===== config.mk =====
export PLATFORM = sky130hd
export DESIGN_NAME = pbr_core
export DESIGN_NICKNAME = d
export VERILOG_FILES = /design/src/pbr_pkg.sv /design/src/pbr_core.sv
export SDC_FILE = /design/constraint.sdc
export NUM_CORES = 1
export LEC_CHECK = 0
export ABC_AREA = 1
export ABC_CLOCK_PERIOD_IN_PS = 4400
export BUFFER_PORTS_ARGS = -buffer_cell sky130_fd_sc_hd__buf_2
export CORE_UTILIZATION = 27
export DETAILED_ROUTE_END_ITERATION = 10
export PLACE_DENSITY = 0.46
export SYNTH_ARGS = -nofsm -noshare
export SYNTH_HDL_FRONTEND = slang
export SYNTH_SLANG_ARGS = --single-unit
export TNS_END_PERCENT = 30

===== constraint.sdc =====
create_clock -name sys_clk -period 4.4 [get_ports sys_clk]
set_input_delay 0.44 -clock sys_clk [delete_from_list [all_inputs] [get_ports sys_clk]]
set_output_delay 0.44 -clock sys_clk [all_outputs]
set_load 0.01 [all_outputs]

===== src/pbr_pkg.sv =====
/*
  Package for the buffered compare and reload block of one PWM submodule.
  Holds register offsets, field positions, reset values and the shared structs.
  Assumes a 32-bit Avalon-MM register bus with byte addresses.
*/
package pbr_pkg;

  // Register byte offsets.
  localparam logic [7:0] PBR_OFS_LOAD_CTRL  = 8'h00;
  localparam logic [7:0] PBR_OFS_SETUP      = 8'h04;
  localparam logic [7:0] PBR_OFS_START      = 8'h08;
  localparam logic [7:0] PBR_OFS_STATUS     = 8'h0C;
  localparam logic [7:0] PBR_OFS_VAL_BASE   = 8'h10;
  localparam logic [7:0] PBR_OFS_ACT_BASE   = 8'h30;
  localparam logic [7:0] PBR_OFS_ACT_START  = 8'h48;
  localparam logic [7:0] PBR_OFS_ACT_SETUP  = 8'h4C;

  // Number of compare thresholds; index zero has no fraction.
  localparam int         PBR_NUM_VAL        = 6;

  // Load-control register fields.
  localparam int         PBR_LC_SET_BIT     = 0;
  localparam int         PBR_LC_CLR_BIT     = 1;
  localparam int         PBR_LC_FORCE_BIT   = 2;

  // Setup register fields.
  localparam int         PBR_SU_CLOCK_PRESCALE_FIELD_LSB    = 0;
  localparam int         PBR_SU_CLOCK_PRESCALE_FIELD_MSB    = 2;
  localparam int         PBR_SU_IMM_BIT     = 4;
  localparam int         PBR_SU_FSEL_LSB    = 8;
  localparam int         PBR_SU_FSEL_MSB    = 10;
  localparam logic [2:0] PBR_FSEL_LOCAL_SW  = 3'h0;

  // Combined threshold word layout.
  localparam int         PBR_W_INT_LSB      = 16;
  localparam int         PBR_W_FRAC_LSB     = 11;
  localparam int         PBR_W_FRAC_MSB     = 15;

  // Reset values.
  localparam logic [15:0] PBR_RST_START     = 16'h0000;
  localparam logic [15:0] PBR_RST_VAL       = 16'h0000;
  localparam logic [4:0]  PBR_RST_FRAC      = 5'h00;
  localparam logic [2:0]  PBR_RST_CLOCK_PRESCALE_FIELD      = 3'h0;
  localparam logic [2:0]  PBR_RST_FSEL      = 3'h0;

  // One threshold: integer and fractional part.
  typedef struct packed {
    logic [15:0] whole;
    logic [4:0]  frac;
  } pbr_thr_t;

  // The full buffered set that moves on a load.
  typedef struct packed {
    logic [2:0]  prescale;
    logic [15:0] start;
    pbr_thr_t [PBR_NUM_VAL-1:0] thr;
  } pbr_set_t;

endpackage : pbr_pkg


===== src/pbr_core.sv =====
/*
  Buffered compare-value and load-control logic of one PWM submodule.
  Software writes shadow registers; a load moves them to the active set.
  The active set feeds the counter and waveform logic, which live outside.
  Assumes reload and init events come from the counter logic outside.
  Assumes one bus clock for everything and a synchronous, active-high reset.
  Assumes a master that holds each request until waitrequest is seen low.
*/
`timescale 1ns/100ps

module pbr_core (
  // Clock and reset.
  input  wire logic                  sys_clk,
  input  wire logic                  sys_rst,
  // Avalon-MM slave.
  input  wire logic [7:0]            avs_address,
  input  wire logic                  avs_read,
  input  wire logic                  avs_write,
  input  wire logic [31:0]           avs_writedata,
  input  wire logic [3:0]            avs_byteenable,
  output logic      [31:0]           avs_readdata,
  output logic                       avs_waitrequest,
  // Events from the counter logic.
  input  wire logic                  reload_opportunity,
  input  wire logic                  init_signal,
  // Active set and events towards the counter and output logic.
  output pbr_pkg::pbr_set_t          active_set,
  output logic                       load_event,
  output logic                       counter_restart,
  output logic                       force_out_event,
  output logic                       shadow_load_ok
);
  import pbr_pkg::*;

  // Register map, byte offsets on the bus:
  //   0x00 load control: bit 0 sets load-ok, bit 1 clears it, bit 2 forces an override.
  //   0x04 setup: prescale in 2:0 (buffered), immediate load in bit 4 and
  //        override source in 10:8, where zero selects the local software source.
  //   0x08 counter start value, shadow copy, in 15:0.
  //   0x0C status: bit 0 is load-ok, bit 1 is the load event of the last cycle.
  //   0x10 to 0x24 shadow thresholds, one word for each index.
  //   0x30 to 0x44 active thresholds, read only.
  //   0x48 active start value and 0x4C active prescale, both read only.
  // Unmapped offsets read as zero and ignore writes.

  // Register state.
  pbr_set_t    shadow_q;
  pbr_set_t    active_q;
  logic        shadow_load_ok_q;
  logic        imm_q;
  logic [2:0]  fsel_q;
  logic        sw_force_q;
  logic        load_q;
  logic        restart_q;
  logic        ack_q;
  logic [31:0] rdata_q;

  // Bus handshake and write decode.
  logic        req;
  logic        wr_go;
  logic        rd_go;

  // Load control.
  logic        blocked;
  logic        do_load;
  logic        shadow_load_ok_set;
  logic        shadow_load_ok_clr;
  logic        sw_force;

  // Threshold window decode.
  logic [7:0]  rel;
  logic [2:0]  vidx;
  logic        in_val;
  logic        in_act;

  // Read path.
  logic [31:0] rd_d;

  // One wait cycle per access keeps read data registered; the answer comes
  // on the second edge of the request.
  // A write commits on the first edge, while waitrequest is still high; this
  // is safe because the master holds the request, and ack_q keeps a held
  // request from committing twice. The trade-off is one idle cycle per
  // access against a read path with no combinational output.
  assign req             = avs_read | avs_write;
  assign avs_waitrequest = req & ~ack_q;
  assign wr_go           = avs_write & ~ack_q;
  assign rd_go           = avs_read & ~ack_q;
  assign avs_readdata    = rdata_q;

  // Threshold window decode, one word per index.
  // Address bits 1:0 are ignored, so a byte address inside a word selects it.
  // Indices six and seven cannot occur inside either window.
  // Each window is six words long; the two slots after the shadow window read as zero.
  assign in_val = (avs_address >= PBR_OFS_VAL_BASE) &&
                  (avs_address < PBR_OFS_VAL_BASE + 8'(4 * PBR_NUM_VAL));
  assign in_act = (avs_address >= PBR_OFS_ACT_BASE) &&
                  (avs_address < PBR_OFS_ACT_BASE + 8'(4 * PBR_NUM_VAL));
  assign rel    = in_act ? (avs_address - PBR_OFS_ACT_BASE)
                         : (avs_address - PBR_OFS_VAL_BASE);
  assign vidx   = rel[4:2];

  // Load-ok mask bits in the load-control register.
  // One submodule lives here, so each mask is a single bit; set and clear in
  // one write leave the flag clear.
  // A force with another source selected is dropped, not held for later.
  assign shadow_load_ok_set = wr_go && (avs_address == PBR_OFS_LOAD_CTRL) &&
                    avs_writedata[PBR_LC_SET_BIT] && avs_byteenable[0];
  assign shadow_load_ok_clr = wr_go && (avs_address == PBR_OFS_LOAD_CTRL) &&
                    avs_writedata[PBR_LC_CLR_BIT] && avs_byteenable[0];
  assign sw_force = wr_go && (avs_address == PBR_OFS_LOAD_CTRL) &&
                    avs_writedata[PBR_LC_FORCE_BIT] && avs_byteenable[0] &&
                    (fsel_q == PBR_FSEL_LOCAL_SW);

  // Buffered values are locked while the load is armed.
  // Software is expected to wait for the flag to drop; a blocked write is
  // dropped without any error response, so a careless driver loses data.
  assign blocked = shadow_load_ok_q;

  // Load fires at the reload opportunity or at once, as configured.
  // Load timing, counted in edges from the flag write:
  //   edge 1 sets the flag; in immediate mode the load is decided next cycle,
  //   edge 2 copies shadow to active and clears the flag,
  //   edge 3 drops the load event pulse that edge 2 raised.
  // In reload mode edge 2 waits for a cycle with the reload opportunity high.
  assign do_load = shadow_load_ok_q && (imm_q || reload_opportunity);

  // Bus handshake flag.
  // It is high in the second cycle of a request and low between requests.
  // Reads and writes share the same single wait cycle.
  always_ff @(posedge sys_clk) begin
    if (sys_rst) begin
      ack_q <= 1'b0;
    end else begin
      ack_q <= req & ~ack_q;
    end
  end

  // Load-ok flag; the hardware clear on load wins over a same-cycle set,
  // since the set would otherwise re-arm a load of values already moved.
  // A clear written by software in the load cycle changes nothing, since the
  // load clears the flag as well.
  always_ff @(posedge sys_clk) begin
    if (sys_rst) begin
      shadow_load_ok_q <= 1'b0;
    end else if (do_load) begin
      shadow_load_ok_q <= 1'b0;
    end else if (shadow_load_ok_clr) begin
      shadow_load_ok_q <= 1'b0;
    end else if (shadow_load_ok_set) begin
      shadow_load_ok_q <= 1'b1;
    end
  end

  // Override source; not buffered, so it may change while a load is armed.
  always_ff @(posedge sys_clk) begin
    if (sys_rst) begin
      fsel_q <= PBR_RST_FSEL;
    end else if (wr_go && (avs_address == PBR_OFS_SETUP) && avs_byteenable[1]) begin
      fsel_q <= avs_writedata[PBR_SU_FSEL_MSB:PBR_SU_FSEL_LSB];
    end
  end

  // Load timing select; also unbuffered, so it applies to the armed load.
  always_ff @(posedge sys_clk) begin
    if (sys_rst) begin
      imm_q <= 1'b0;
    end else if (wr_go && (avs_address == PBR_OFS_SETUP) && avs_byteenable[0]) begin
      imm_q <= avs_writedata[PBR_SU_IMM_BIT];
    end
  end

  // Shadow set; writes are dropped while the load is armed.
  // Byte lanes are honoured, so a 16-bit write can update half a word.
  // Index zero keeps no fraction; its lane-1 bits are dropped.
  always_ff @(posedge sys_clk) begin
    if (sys_rst) begin
      shadow_q.prescale <= PBR_RST_CLOCK_PRESCALE_FIELD;
      shadow_q.start    <= PBR_RST_START;
      for (int i = 0; i < PBR_NUM_VAL; i++) begin
        shadow_q.thr[i].whole <= PBR_RST_VAL;
        shadow_q.thr[i].frac  <= PBR_RST_FRAC;
      end
    end else if (wr_go && !blocked) begin
      if (avs_address == PBR_OFS_SETUP && avs_byteenable[0]) begin
        shadow_q.prescale <= avs_writedata[PBR_SU_CLOCK_PRESCALE_FIELD_MSB:PBR_SU_CLOCK_PRESCALE_FIELD_LSB];
      end
      if (avs_address == PBR_OFS_START) begin
        if (avs_byteenable[0]) shadow_q.start[7:0]  <= avs_writedata[7:0];
        if (avs_byteenable[1]) shadow_q.start[15:8] <= avs_writedata[15:8];
      end
      if (in_val) begin
        if (avs_byteenable[2]) shadow_q.thr[vidx].whole[7:0]  <= avs_writedata[23:16];
        if (avs_byteenable[3]) shadow_q.thr[vidx].whole[15:8] <= avs_writedata[31:24];
        if (avs_byteenable[1] && vidx != 3'h0) begin
          shadow_q.thr[vidx].frac <= avs_writedata[PBR_W_FRAC_MSB:PBR_W_FRAC_LSB];
        end
      end
    end
  end

  // Active set takes the whole shadow at the load.
  // The whole set moves in one edge, so the counter never sees a mix of old
  // and new thresholds at once, nor within one period in reload mode.
  always_ff @(posedge sys_clk) begin
    if (sys_rst) begin
      active_q.prescale <= PBR_RST_CLOCK_PRESCALE_FIELD;
      active_q.start    <= PBR_RST_START;
      for (int i = 0; i < PBR_NUM_VAL; i++) begin
        active_q.thr[i].whole <= PBR_RST_VAL;
        active_q.thr[i].frac  <= PBR_RST_FRAC;
      end
    end else if (do_load) begin
      active_q <= shadow_q;
    end
  end

  // Load event, raised by the load edge for one cycle; status bit 1 shows it as well.
  always_ff @(posedge sys_clk) begin
    if (sys_rst) begin
      load_q <= 1'b0;
    end else begin
      load_q <= do_load;
    end
  end

  // Override event, raised only for an accepted software force.
  always_ff @(posedge sys_clk) begin
    if (sys_rst) begin
      sw_force_q <= 1'b0;
    end else begin
      sw_force_q <= sw_force;
    end
  end

  // Counter restart; the counter outside reloads the active start value on it.
  always_ff @(posedge sys_clk) begin
    if (sys_rst) begin
      restart_q <= 1'b0;
    end else begin
      restart_q <= init_signal | sw_force;
    end
  end

  // Read mux; fraction of index zero and reserved bits read as zero.
  // The threshold offsets show the shadow copy, so software can read back
  // what it wrote before a load moves it.
  // Unmapped offsets fall through every branch and read as zero.
  always_comb begin
    rd_d = 32'h0000_0000;
    if (avs_address == PBR_OFS_LOAD_CTRL) begin
      rd_d[PBR_LC_SET_BIT] = shadow_load_ok_q;
    end else if (avs_address == PBR_OFS_SETUP) begin
      rd_d[PBR_SU_CLOCK_PRESCALE_FIELD_MSB:PBR_SU_CLOCK_PRESCALE_FIELD_LSB] = shadow_q.prescale;
      rd_d[PBR_SU_IMM_BIT]                  = imm_q;
      rd_d[PBR_SU_FSEL_MSB:PBR_SU_FSEL_LSB] = fsel_q;
    end else if (avs_address == PBR_OFS_START) begin
      rd_d[15:0] = shadow_q.start;
    end else if (avs_address == PBR_OFS_STATUS) begin
      rd_d[0] = shadow_load_ok_q;
      rd_d[1] = load_q;
    end else if (in_val) begin
      rd_d[31:PBR_W_INT_LSB]              = shadow_q.thr[vidx].whole;
      rd_d[PBR_W_FRAC_MSB:PBR_W_FRAC_LSB] = shadow_q.thr[vidx].frac;
    end else if (in_act) begin
      rd_d[31:PBR_W_INT_LSB]              = active_q.thr[vidx].whole;
      rd_d[PBR_W_FRAC_MSB:PBR_W_FRAC_LSB] = active_q.thr[vidx].frac;
    end else if (avs_address == PBR_OFS_ACT_START) begin
      rd_d[15:0] = active_q.start;
    end else if (avs_address == PBR_OFS_ACT_SETUP) begin
      rd_d[PBR_SU_CLOCK_PRESCALE_FIELD_MSB:PBR_SU_CLOCK_PRESCALE_FIELD_LSB] = active_q.prescale;
    end
  end

  // Registered read data, captured when the read is taken.
  // Capturing only in the first cycle keeps the data steady while waitrequest is low.
  always_ff @(posedge sys_clk) begin
    if (sys_rst) begin
      rdata_q <= 32'h0000_0000;
    end else if (rd_go) begin
      rdata_q <= rd_d;
    end
  end

  // Outputs come straight from flip-flops, so the counter logic sees no decode glitch.
  assign active_set      = active_q;
  assign load_event      = load_q;
  assign force_out_event = sw_force_q;
  assign counter_restart = restart_q;
  assign shadow_load_ok  = shadow_load_ok_q;

endmodule : pbr_core


==> Yosys cells after proc, flatten, opt, wreduce, memory -nomap -nowiden <==
Index checks and enable logic that the tools add are counted.
{ "classes": {"magnitude_cmp": 6, "bitwise_logic": 6, "mux": 53, "n_addsub": 2, "n_reduce_logical": 28, "n_eq_ne": 5} }
{ "ops": {"columns": ["op", "count"], "rows": [
  ["2-to-1 mux 126 bit", 9],
  ["bitwise mux 126 bit", 3],
  ["demux 21 bit (select 3 bit)", 3],
  ["binary-select mux 21 bit (select 3 bit)", 2],
  ["2-to-1 mux 21 bit", 5],
  ["2-to-1 mux 13 bit", 8],
  ["2-to-1 mux 11 bit", 6],
  ["2-to-1 mux 16 bit", 3],
  ["2-to-1 mux 31 bit", 1],
  ["2-to-1 mux 30 bit", 1],
  ["logical AND 1 bit", 18],
  ["equality test 8 x 4 -> 1 bit (second input constant)", 2],
  ["equality test 8 x 7 -> 1 bit (second input constant)", 2],
  ["2-to-1 mux 3 bit", 5],
  ["2-to-1 mux 5 bit", 3],
  ["subtractor 5 bit (second input constant)", 2],
  ["equality test 8 x 3 -> 1 bit (second input constant)", 1],
  ["greater-or-equal comparator 8 x 5 -> 1 bit (second input constant)", 1],
  ["greater-or-equal comparator 8 x 6 -> 1 bit (second input constant)", 1],
  ["logical NOT 8 bit", 1],
  ["less-than comparator 8 x 6 -> 1 bit (second input constant)", 1],
  ["less-than comparator 8 x 7 -> 1 bit (second input constant)", 1],
  ["AND reduction 3 bit", 2],
  ["less-than comparator 3 x 4 -> 1 bit (second input constant)", 1],
  ["12 further kinds", 18]
]} }
{ "word_totals": {"regBits": 331, "output_inout_bits": 182, "in_bits": 50} }

==> Depth between registers and ports, before layout <==
Gate-level depths: netlist (run 1).
{ "logic_depth": {"ltp_word": 19, "depth_mapped": 12, "depth_no_buf": 11} }

==> Worst setup path before layout (run 1) <==
OpenSTA, ideal clock, no wires.
{ "synth_timing": {"kind": "input -> register", "from": "in avs_address[3]", "to": "reg shadow_q[102] (netlist name)", "arrival_ns": 1.599, "setup_slack_ns": 2.682, "stages": 10, "cell_sequence": "buf_6 inv_6 a21oi_1 nor2_4 nand2_4 nor2_8 nand2_2 buf_2 o21ai_0 a21oi_1"} }
{ "synth_between": {"elab_chain_len": 16} }
{ "synth_rtl": {"columns": ["element", "line", "text"], "rows": [
  ["start, declared", "pbr_core.sv:16", "input wire logic [7:0] avs_address,"],
  ["greater-or-equal comparator 8 x 6 -> 1 bit or less-than comparator 8 x 7 -> 1 bit (tied branches)", "pbr_core.sv:97, pbr_core.sv:98", null],
  ["logical AND 1 bit", "pbr_core.sv:97", "assign in_act = (avs_address >= PBR_OFS_ACT_BASE) &&"],
  ["2-to-1 mux 5 bit", "pbr_core.sv:99", "assign rel = in_act ? (avs_address - PBR_OFS_ACT_BASE)"],
  ["demux 21 bit (select 3 bit)", "pbr_core.sv:193", "if (avs_byteenable[2]) shadow_q.thr[vidx].whole[7:0] <= avs_writedata[23:16];"],
  ["bitwise mux 126 bit", "pbr_core.sv:193", null],
  ["2-to-1 mux 126 bit", "pbr_core.sv:193", null],
  ["2-to-1 mux 126 bit", "pbr_core.sv:192", "if (in_val) begin"],
  ["2-to-1 mux 126 bit", "pbr_core.sv:184", "end else if (wr_go && !blocked) begin"],
  ["2-to-1 mux 126 bit", "pbr_core.sv:177", "if (sys_rst) begin"],
  ["bitwise mux 126 bit", "pbr_core.sv:194", "if (avs_byteenable[3]) shadow_q.thr[vidx].whole[15:8] <= avs_writedata[31:24];"],
  ["2-to-1 mux 126 bit", "pbr_core.sv:194", null],
  ["2-to-1 mux 126 bit", "pbr_core.sv:192", null],
  ["2-to-1 mux 126 bit", "pbr_core.sv:184", null],
  ["2-to-1 mux 126 bit", "pbr_core.sv:177", null],
  ["bitwise mux 126 bit", "pbr_core.sv:196", "shadow_q.thr[vidx].frac <= avs_writedata[PBR_W_FRAC_MSB:PBR_W_FRAC_LSB];"],
  ["2-to-1 mux 126 bit", "pbr_core.sv:195", "if (avs_byteenable[1] && vidx != 3'h0) begin"],
  ["end, declared", "pbr_core.sv:47", "pbr_set_t shadow_q;"]
]} }
Parallel ways exist; a longest one is shown, timed or not. The select of a mux whose other input is x is not followed.
A chain may end at the register's enable or synchronous reset.

==> Worst setup path in the final report (run 1) <==
{ "layout_timing": {"from": "reg imm_q", "to": "reg active_q, in the netlist active_set[30]"} }
{ "layout_between": {"elab_chain_len": 2} }
{ "layout_rtl": {"columns": ["element", "line", "text"], "rows": [
  ["start, declared", "pbr_core.sv:50", "logic imm_q;"],
  ["start signal, assigned", "pbr_core.sv:169", "imm_q <= avs_writedata[PBR_SU_IMM_BIT];"],
  ["logical OR 1 bit", "pbr_core.sv:126", "assign do_load = shadow_load_ok_q && (imm_q || reload_opportunity);"],
  ["logical AND 1 bit", "pbr_core.sv:126", null],
  ["end signal, assigned", "pbr_core.sv:214", "active_q <= shadow_q;"],
  ["end, declared", "pbr_core.sv:48", "pbr_set_t active_q;"]
]} }
Every way passes these cells.

==> flow_metrics.env, run 1 <==
export IMPL_grt_pass1_vias=12000
export IMPL_clock_fmax_mhz=399
export IMPL_ctsLongestPathBuffers=3
export IMPL_rsz0062_at_grt="no"
export IMPL_multi_input_area_mm2=0.00540
export IMPL_period_share=0.569
export IMPL_finalHoldViolCount=0
export IMPL_cts_clk_slew_worst_paths_ns=0.06
export IMPL_grt_ovfl_total=0
export IMPL_drive_gt1_frac=0.178
export IMPL_die_width_um=227
export IMPL_totalWireLength_um=54300
export IMPL_r2r_setup_slack_ns=1.89
export IMPL_fin_crit_ns=2.51
export IMPL_worst_hold_path_type="input pin to flip-flop"
export IMPL_status="completed"
export IMPL_postCtsSetupBuffers=0
export IMPL_clock_sinks=331
export IMPL_drt_iter0_drc=1036
export IMPL_fin_cells=2675
export IMPL_die_h_um=227
export IMPL_dp_final_hpwl_um=38700
export IMPL_root_buffer="clkbuf_16"
export IMPL_fin_skew_ns=0.0202
export IMPL_synthesis_nets=1850
export IMPL_portBuffers=231
export IMPL_arrival_ns=2.89
export IMPL_setup_violations_final=0
export IMPL_core_area_mm2=0.0501
export IMPL_htree_levels=2
export IMPL_start_util=0.274
export IMPL_yosysWarnings=0
export IMPL_p_leak_nw=6.49
export IMPL_synth_area_leaders="dfxtp_1 48%, inv_1 8.4%, o21ai_0 8.0%"
export IMPL_combPwrFrac=0.063
export IMPL_ant_nets=0
export IMPL_antenna_found_initial=2
export IMPL_crit_fanout=64
export IMPL_synth_cell_types=35
export IMPL_placed_cells=2606
export IMPL_grt_usage=0.205
export IMPL_crit_start="imm_q"
export IMPL_timing_rr_end="active_set[30]"
export IMPL_ir_worst_vdd_mv=0.192
export IMPL_critPathRequiredTime_ns=4.79
export IMPL_reg2reg_depth=6
export IMPL_vias_per_cell=4.85
export IMPL_dpl_cell_area_mm2=0.0153
export IMPL_switchingPower_mw=1.63
export IMPL_cts_tree="yes"
export IMPL_timing_hold_ws_ns=0.121
export IMPL_fill_cells=5446
export IMPL_cp_endpoint="active_set[30]"
export IMPL_min_path_cells=3
export IMPL_via_count=13000
export IMPL_synth_area_mm2=0.0137
export IMPL_clkPwrFrac=0.483
export IMPL_reg2reg_from="imm_q"
export IMPL_endpoint_kind="flip-flop"
export IMPL_slew_limit_headroom=0.363
export IMPL_final_nets=2023
export IMPL_sw_frac_of_total=0.245
export IMPL_crit_type="flip-flop to flip-flop"
export IMPL_place_congestion=0.864
export IMPL_wire_per_inst_um=20.3
export IMPL_setup_tns_ns=0
export IMPL_grt_pass1_wl_um=78600
export IMPL_powerDensity_mw_per_mm2=401
export IMPL_ys_seq_elements=331
export IMPL_rows=82
export IMPL_ys_seq_area_frac=0.483
export IMPL_drtPass1Iterations=5
export IMPL_p_int_mw=5.02
export IMPL_syn_to_final_growth_pct=21.1
export IMPL_netlist_instances=1800
export IMPL_top_level_ports=232
export IMPL_setup_worst_path_start_class="flip-flop"
export IMPL_finalMaxSlewViolations=0
export IMPL_insertion_delay_ns=0.55
export IMPL_power_mw=6.65
export IMPL_synth_top_cell_area_share=0.483
export IMPL_syn_avg_cell_area_um2=7.61
export IMPL_seqPwrFrac=0.454
export IMPL_dieArea_mm2=0.0517
export IMPL_numCtsBuffers=37
export IMPL_postLayoutCellArea_mm2=0.0166
export IMPL_drv_cap=0
export IMPL_post_cts_resized=0
export IMPL_grt_max_degree=91
export IMPL_drcViolationCount=0
export IMPL_worstMarginPinSlew_ns=0.955
export IMPL_synth_largest_area_cell="dfxtp_1"
export IMPL_seq_area_mm2=0.00663
export IMPL_cts_hold_buf=0
[worst max-delay path, cell delays in order (launching register included)]
cell and delay (ns):
dfxtp_1 0.34, o21ai_2 0.13, buf_4 0.37, nor2_2 0.22, inv_4 0.61, buf_4 0.47, o22ai_1 0.11
[metrics by stage]
| step | util | setup slack [ns] |
|---|---|---|
| after floorplan | - | 2.68 |
| after global placement | 0.306 | 1.58 |
| after detailed placement | 0.306 | 1.54 |
| after CTS | 0.331 | 1.93 |
| after global routing | 0.331 | 1.70 |
| final | 0.331 | 1.89 |
[cell type report]
| type | instances | area share |
|---|---|---|
| flip-flops and latches | 331 | 0.399 |
| multi-input cells | 1043 | 0.325 |
| repair buffers | 247 | 0.0777 |
| inverters | 313 | 0.0715 |
| clock buffers | 57 | 0.0689 |
| well taps | 672 | 0.0507 |
| clock inverters | 11 | 0.00656 |
| diodes | 1 | 0.000151 |
[registers in the layout, summed over array words and instances (netlist names), 3 cells and up]
name          count
active_set      145
avs_readdata     32
shadow_q        145
fsel_q            3
[cells in the final DEF, fill, tap and decap left out, types with 7 or more instances in the layout]
cell type  Yosys  routed
a21oi_1      209     209
a22oi_1       31      31
buf_2         39     231
buf_4          6      15
clkbuf_1      58       8
clkbuf_16      0      39
clkbuf_8       0      10
clkinv_2       0       9
dfxtp_1      331     331
inv_1        306     304
nand2_1      196     195
nand2_2       18      18
nand3_1       63      63
nand4_1        7       7
nor2_1        87      86
nor3_1        12      12
o211ai_1      16      16
o21ai_0      218     218
o22ai_1      142     142
[power groups by stage]
stage	Clock [mW]	Sequential, mW	Combinational [mW]
4_1_cts	3.28	3.02	0.418
3_3_place_gp	0	3.08	0.418
2_1_floorplan	0	3.08	0.242
5_1_grt	3.39	3.02	0.460
6_report	3.21	3.02	0.422
3_5_place_dp	0	3.08	0.417
[per-layer routing]
metal / track usage / wire length [µm] / share of wire
met5: 0 / 12 / 0.00022
met4: 0.0459 / 896 / 0.016
met3: 0.0470 / 4350 / 0.080
met1: 0.305 / 26300 / 0.48
met2: 0.296 / 22800 / 0.42
[Yosys cell counts]
master	instances
dfxtp_1	331
nor3_1	12
nor2_2	5
buf_6	4
o21ai_0	218
nand2_1	196
inv_4	1
o211ai_1	16
o2111ai_1	3
o21ai_2	1
a211oi_1	4
inv_2	5
inv_6	1
nor2_4	2
nand4_1	7
buf_2	39
nor4_1	5
buf_4	6
nor3_2	1
buf_1	6
o221ai_1	5
nand3_1	63
a21oi_1	209
nand2_2	18
nor2_1	87
nor2_8	2
nand3_2	3
nand3_4	2
a22oi_1	31
nand2_4	2
inv_1	306
o21ai_1	7
o22ai_1	142
nor3_4	2
clkbuf_1	58
[cell families after synthesis]
family,count (synthesis),share of synthesized area
compound gates,636,0.257
flops,331,0.483
buf+inv,426,0.125
simple gates,407,0.135
[how the worst min path moves through the flow]
| stage | start | endpoint | slack, ns |
|---|---|---|---|
| after detailed placement | shadow_q[4] | shadow_q[4] | 0.45 |
| after global routing | avs_writedata[7] | shadow_q[133] | 0.13 |
| after CTS | avs_writedata[7] | shadow_q[133] | 0.1 |
| after floorplan | shadow_q[4] | shadow_q[4] | 0.43 |
| after global placement | shadow_q[4] | shadow_q[4] | 0.45 |
| final | avs_writedata[7] | shadow_q[133] | 0.12 |
Power figures use the tool's default switching activity.
==> run 2, diff against run 1 <==
Settings changed: ABC_CLOCK_PERIOD_IN_PS 4400 to 2500.
Clock period 4.4 ns to 2.5 ns, I/O delays scaled along.
==> run 2 against run 1 <==
Non-clock buffer count rose by 37. Clock skew shrank 0.0076 ns. Critical endpoint is now shadow_q[134]. Wire length is 0.26% lower.
==> flow_metrics.env, run 2 (synthesized netlist as in run 1, its figures left out) <==
export IMPL_power_mw=12.0
export IMPL_grt_max_degree=101
export IMPL_wire_per_inst_um=20.0
export IMPL_grt_usage=0.206
export IMPL_powerDensity_mw_per_mm2=705
export IMPL_critPathBufInv=2
export IMPL_fill_cells=5423
export IMPL_drcViolationCount=0
export IMPL_final_common_cell="dfxtp_1"
export IMPL_critPathRequiredTime_ns=2.99
export IMPL_arrival_ns=2.50
export IMPL_drtPass1Iterations=8
export IMPL_n_antenna_cell=0
export IMPL_via_count=13000
export IMPL_antenna_found_initial=1
export IMPL_critPathMaxStageDelay_ns=0.57
export IMPL_drive_gt1_frac=0.186
export IMPL_cpMaxStageDelayCell="nor3_4"
export IMPL_slew_limit_headroom=0.584
export IMPL_setup_worst_path_start_class="flip-flop"
export IMPL_die_width_um=227
export IMPL_endpoint_kind="flip-flop"
export IMPL_ant_nets=0
export IMPL_drv_cap=0
export IMPL_core_area_mm2=0.0501
export IMPL_ir_worst_vdd_mv=0.459
export IMPL_cp_top_family="simple AND/OR/NAND/NOR gates"
export IMPL_syn_to_final_growth_pct=24.4
export IMPL_crit_fanout=16
export IMPL_dieArea_mm2=0.0517
export IMPL_fin_skew_ns=0.0126
export IMPL_multi_input_area_mm2=0.00539
export IMPL_portBuffers=231
export IMPL_worst_hold_path_type="input pin to flip-flop"
export IMPL_seq_area_mm2=0.00663
export IMPL_grt_ovfl_total=0
export IMPL_numCtsBuffers=38
export IMPL_rows=82
export IMPL_crit_type="flip-flop to flip-flop"
export IMPL_grt_pass1_vias=12200
export IMPL_cts_tree="yes"
export IMPL_clock_fmax_mhz=497
export IMPL_cpMostUsedCell="inv_1"
export IMPL_finalHoldViolCount=0
export IMPL_fin_crit_ns=2.01
export IMPL_die_h_um=227
export IMPL_ctsLongestPathBuffers=3
export IMPL_worstPathCellList="inv_1 -> nand2_1 -> nor2_1 -> inv_1 -> nor3_4 -> o21ai_0 -> a21oi_1"
export IMPL_vias_per_cell=4.79
export IMPL_grt_pass1_wl_um=79500
export IMPL_status="completed"
export IMPL_htree_levels=2
export IMPL_finalMaxSlewViolations=0
export IMPL_period_share=0.805
export IMPL_totalWireLength_um=54200
export IMPL_setup_tns_ns=0
export IMPL_final_nets=2061
export IMPL_layout_common_cells="331 x dfxtp_1, 304 x inv_1, 231 x buf_2, 218 x o21ai_0, 209 x a21oi_1"
export IMPL_dp_final_hpwl_um=39000
export IMPL_place_congestion=0.855
export IMPL_drt_iter0_drc=898
export IMPL_p_leak_nw=6.72
export IMPL_cts_clk_slew_worst_paths_ns=0.06
export IMPL_clock_sinks=331
export IMPL_start_util=0.274
export IMPL_root_buffer="clkbuf_16"
export IMPL_worstMarginPinSlew_ns=0.621
export IMPL_top_level_ports=232
export IMPL_setup_violations_final=0
export IMPL_insertion_delay_ns=0.55
export IMPL_rsz0062_at_grt="no"
-- run 2: cell count changes in the layout (fill, tap and decap cells not counted), sizes merged --
| cell | previous run | this run |
|---|---|---|
| bufinv | 2 | 3 |
| buf | 247 | 270 |
| diode | 1 | 0 |
| dlygate4sd3 | 0 | 14 |
| clkbuf | 57 | 59 |
| clkinv | 9 | 6 |
-- run 2: through the flow --
step                      hold slack, ns  std cells  worst slack, ns  cell area (µm²)   util
after floorplan                    0.363       1800            0.972            13700      -
after global placement             0.450       2629            0.379            15600  0.311
after detailed placement           0.453       2629            0.335            15600  0.311
after CTS                       0.000394       2711            0.516            17000  0.340
after global routing              0.0150       2711            0.298            17000  0.340
final                             0.0320       2711            0.488            17000  0.340
-- run 2: worst paths after layout --
kind,startpoint,to,slack [ns],cells past startpoint
min,init_signal,counter_restart,0.03,3
max,ack_q,shadow_q[134],0.49,7
max reg2reg,ack_q,shadow_q[134],0.49,7
min reg2reg,avs_readdata[3],avs_readdata[3],0.46,2
-- run 2: worst reg2reg max path: stages, from the launching register on --
cell and delay [ns]:
dfxtp_1 0.29, inv_1 0.05, nand2_1 0.10, nor2_1 0.40, inv_1 0.22, nor3_4 0.57
o21ai_0 0.16, a21oi_1 0.14
-- run 2: area by class of cell --
class / instances / share of cell area
sequential: 331 / 0.389
multi-input combinational: 1043 / 0.316
timing repair buffer: 284 / 0.0991
inverter: 313 / 0.0696
clock buffer: 59 / 0.0694
tap: 672 / 0.0493
clock inverter: 9 / 0.00749
-- run 2: routing by layer --
metal  global-route usage  up-vias  routed length (µm)
met4               0.0598        2                1110
met3               0.0394       62                3680
met1                0.310     6116               26900
met2                0.294      394               22500
met5                    0        -                  13
li1                     -     6423                   -
-- run 2: power by group --
part	total (mW)	leakage, nW	internal (mW)	switching [mW]
combinational	0.796	3.40	0.224	0.572
clock	5.92	0.647	3.57	2.35
sequential	5.30	2.67	5.29	0.0104
-- run 2: what timing repair did --
action | 4_1_cts | 5_1_grt
gates resized for setup | 0 | 0
buffers inserted | 0 | 0
hold buffers | 14 | 0
hold endpoints to repair | 20 | 0
==> run 3, diff against run 2 <==
Settings changed: ABC_CLOCK_PERIOD_IN_PS 2500 to 2100.
Clock period 2.5 ns to 2.1 ns, I/O delays scaled along.
==> run 3 against run 2 <==
Sequential power up 19%. Flip-flop and latch count stayed put. Register-to-register slack got worse by 0.38 ns. Combinational power grew 25%. Maximum frequency rose by 0.98%. Wire length is 0.37% higher. Power rose by 13%. Largest power group is now registers. Non-clock buffer count grew 22. Utilization up 0.13 points. Sequential share of layout area down 0.15 points.
==> flow_metrics.env, run 3 (synthesized netlist as in run 1, its figures left out) <==
export IMPL_worstMarginPinSlew_ns=1.04
export IMPL_endpoint_kind="flip-flop"
export IMPL_start_util=0.274
export IMPL_arrival_ns=2.39
export IMPL_worstPathCellList="o21ai_2 -> nand2_4 -> buf_4 -> o22ai_1"
export IMPL_grt_ovfl_total=0
export IMPL_place_congestion=0.866
export IMPL_critPathBufInv=1
export IMPL_slew_limit_headroom=0.309
export IMPL_vias_per_cell=4.83
export IMPL_crit_fanout=79
export IMPL_dpl_cell_area_mm2=0.0158
export IMPL_dp_final_hpwl_um=38900
export IMPL_portBuffers=231
export IMPL_drtPass1Iterations=5
export IMPL_grt_usage=0.208
export IMPL_use_met3=0.0360
export IMPL_grt_busiest_layer="met1"
export IMPL_pre_cts_ws_ns=-0.0881
export IMPL_drv_cap=0
export IMPL_cts_tree="yes"
export IMPL_status="completed"
export IMPL_ant_nets=0
export IMPL_power_mw=13.5
export IMPL_totalWireLength_um=54400
export IMPL_final_nets=2083
export IMPL_fin_skew_ns=0.0332
export IMPL_period_share=0.949
export IMPL_cts_clk_slew_worst_paths_ns=0.06
export IMPL_finalMaxSlewViolations=0
export IMPL_layout_common_cells="331 x dfxtp_1, 304 x inv_1, 231 x buf_2, 218 x o21ai_0, 209 x a21oi_1"
export IMPL_htree_levels=2
export IMPL_clock_fmax_mhz=502
export IMPL_numCtsBuffers=38
export IMPL_postLayoutCellArea_mm2=0.0171
export IMPL_antenna_found_initial=1
export IMPL_finalHoldViolCount=0
export IMPL_insertion_delay_ns=0.56
export IMPL_grt_pass1_vias=12500
export IMPL_worst_hold_path_type="input pin to flip-flop"
export IMPL_grt_max_degree=166
export IMPL_ctsLongestPathBuffers=3
export IMPL_via_count=13100
export IMPL_top_level_ports=232
export IMPL_cp_top_family="buffers and inverters"
export IMPL_grt_use_met1=0.320
export IMPL_ir_worst_vdd_mv=0.466
export IMPL_final_common_cell="dfxtp_1"
export IMPL_powerDensity_mw_per_mm2=792
export IMPL_crit_type="flip-flop to flip-flop"
export IMPL_grtUsageMet2=0.296
export IMPL_drive_gt1_frac=0.187
export IMPL_drt_iter0_drc=1013
export IMPL_timing_hold_ws_ns=0.0365
export IMPL_rows=82
export IMPL_die_h_um=227
export IMPL_die_width_um=227
export IMPL_fin_crit_ns=1.99
export IMPL_rsz0062_at_grt="no"
export IMPL_setup_violations_final=0
export IMPL_drcViolationCount=0
export IMPL_root_buffer="clkbuf_16"
export IMPL_wire_per_inst_um=20.0
export IMPL_p_leak_nw=6.74
export IMPL_core_area_mm2=0.0501
export IMPL_syn_to_final_growth_pct=24.8
export IMPL_dieArea_mm2=0.0517
export IMPL_critPathMaxStageDelay_ns=0.68
export IMPL_cpMaxStageDelayCell="buf_4"
export IMPL_grt_pass1_wl_um=80400
export IMPL_setup_worst_path_start_class="flip-flop"
export IMPL_worst_slack_ns=0.108
export IMPL_critPathRequiredTime_ns=2.50
export IMPL_clock_sinks=331
run 3: changes by cell type in the layout (fill, tap and decap cells not counted), sizes merged:
| cell | delta |
|---|---|
| buf | +18 |
| clkbuf | -4 |
| clkinv | -4 |
| dlygate4sd3 | +4 |
| bufinv | -2 |
| diode | +1 |
| inv | -1 |
run 3: area by class of cell:
class	instances	area [µm²]
clock inverters	2	46.3
inverters	313	1190
flip-flops and latches	331	6630
fillers	5373	33000
well taps	672	841
multi-input cells	1043	5390
diodes	1	2.50
repair buffers	306	1950
clock buffers	55	1060
run 3: final timing paths:
kind | startpoint | to | slack (ns) | cells after the start
min reg2reg | shadow_q[138] | active_set[138] | 0.44 | 2
max reg2reg | shadow_load_ok | active_set[33] | 0.11 | 4
max | shadow_load_ok | active_set[33] | 0.11 | 4
min | avs_writedata[31] | shadow_q[125] | 0.04 | 3
run 3: timing repair:
| item | 4_1_cts | 5_1_grt |
|---|---|---|
| endpoints found under the hold margin | 25 | 0 |
| gates resized for setup | 0 | 0 |
| buffers inserted | 0 | 0 |
| hold buffers | 18 | 0 |
run 3: stage by stage:
step | cells | TNS [ns] | util
3_3_place_gp | 2647 | -0.214 | 0.316
2_1_floorplan | 1800 | 0 | -
4_1_cts | 2722 | 0 | 0.342
5_1_grt | 2723 | 0 | 0.342
6_report | 2723 | 0 | 0.342
3_5_place_dp | 2647 | -0.329 | 0.316
run 3: tightest hold or removal path: cells and delay by family:
family	cells	cell delay, ns
buffers and inverters	1	0.15
AO/OA/AOI/OAI	2	0.17
run 3: power by group:
part	switching, mW	total, mW	internal [mW]
Clock	2.64	6.24	3.60
Combinational	0.694	0.994	0.300
Sequential	0.0127	6.32	6.30
Total	3.34	13.5	10.2
run 3: per-layer routing:
layer  vias to the layer above  wire length [µm]  part of all wire
li1                       6467                 -                 -
met1                      6208             27500              0.51
met2                       419             22600              0.41
met3                        51              3490             0.064
met4                         0               882             0.016
met5                         -                 0                 0
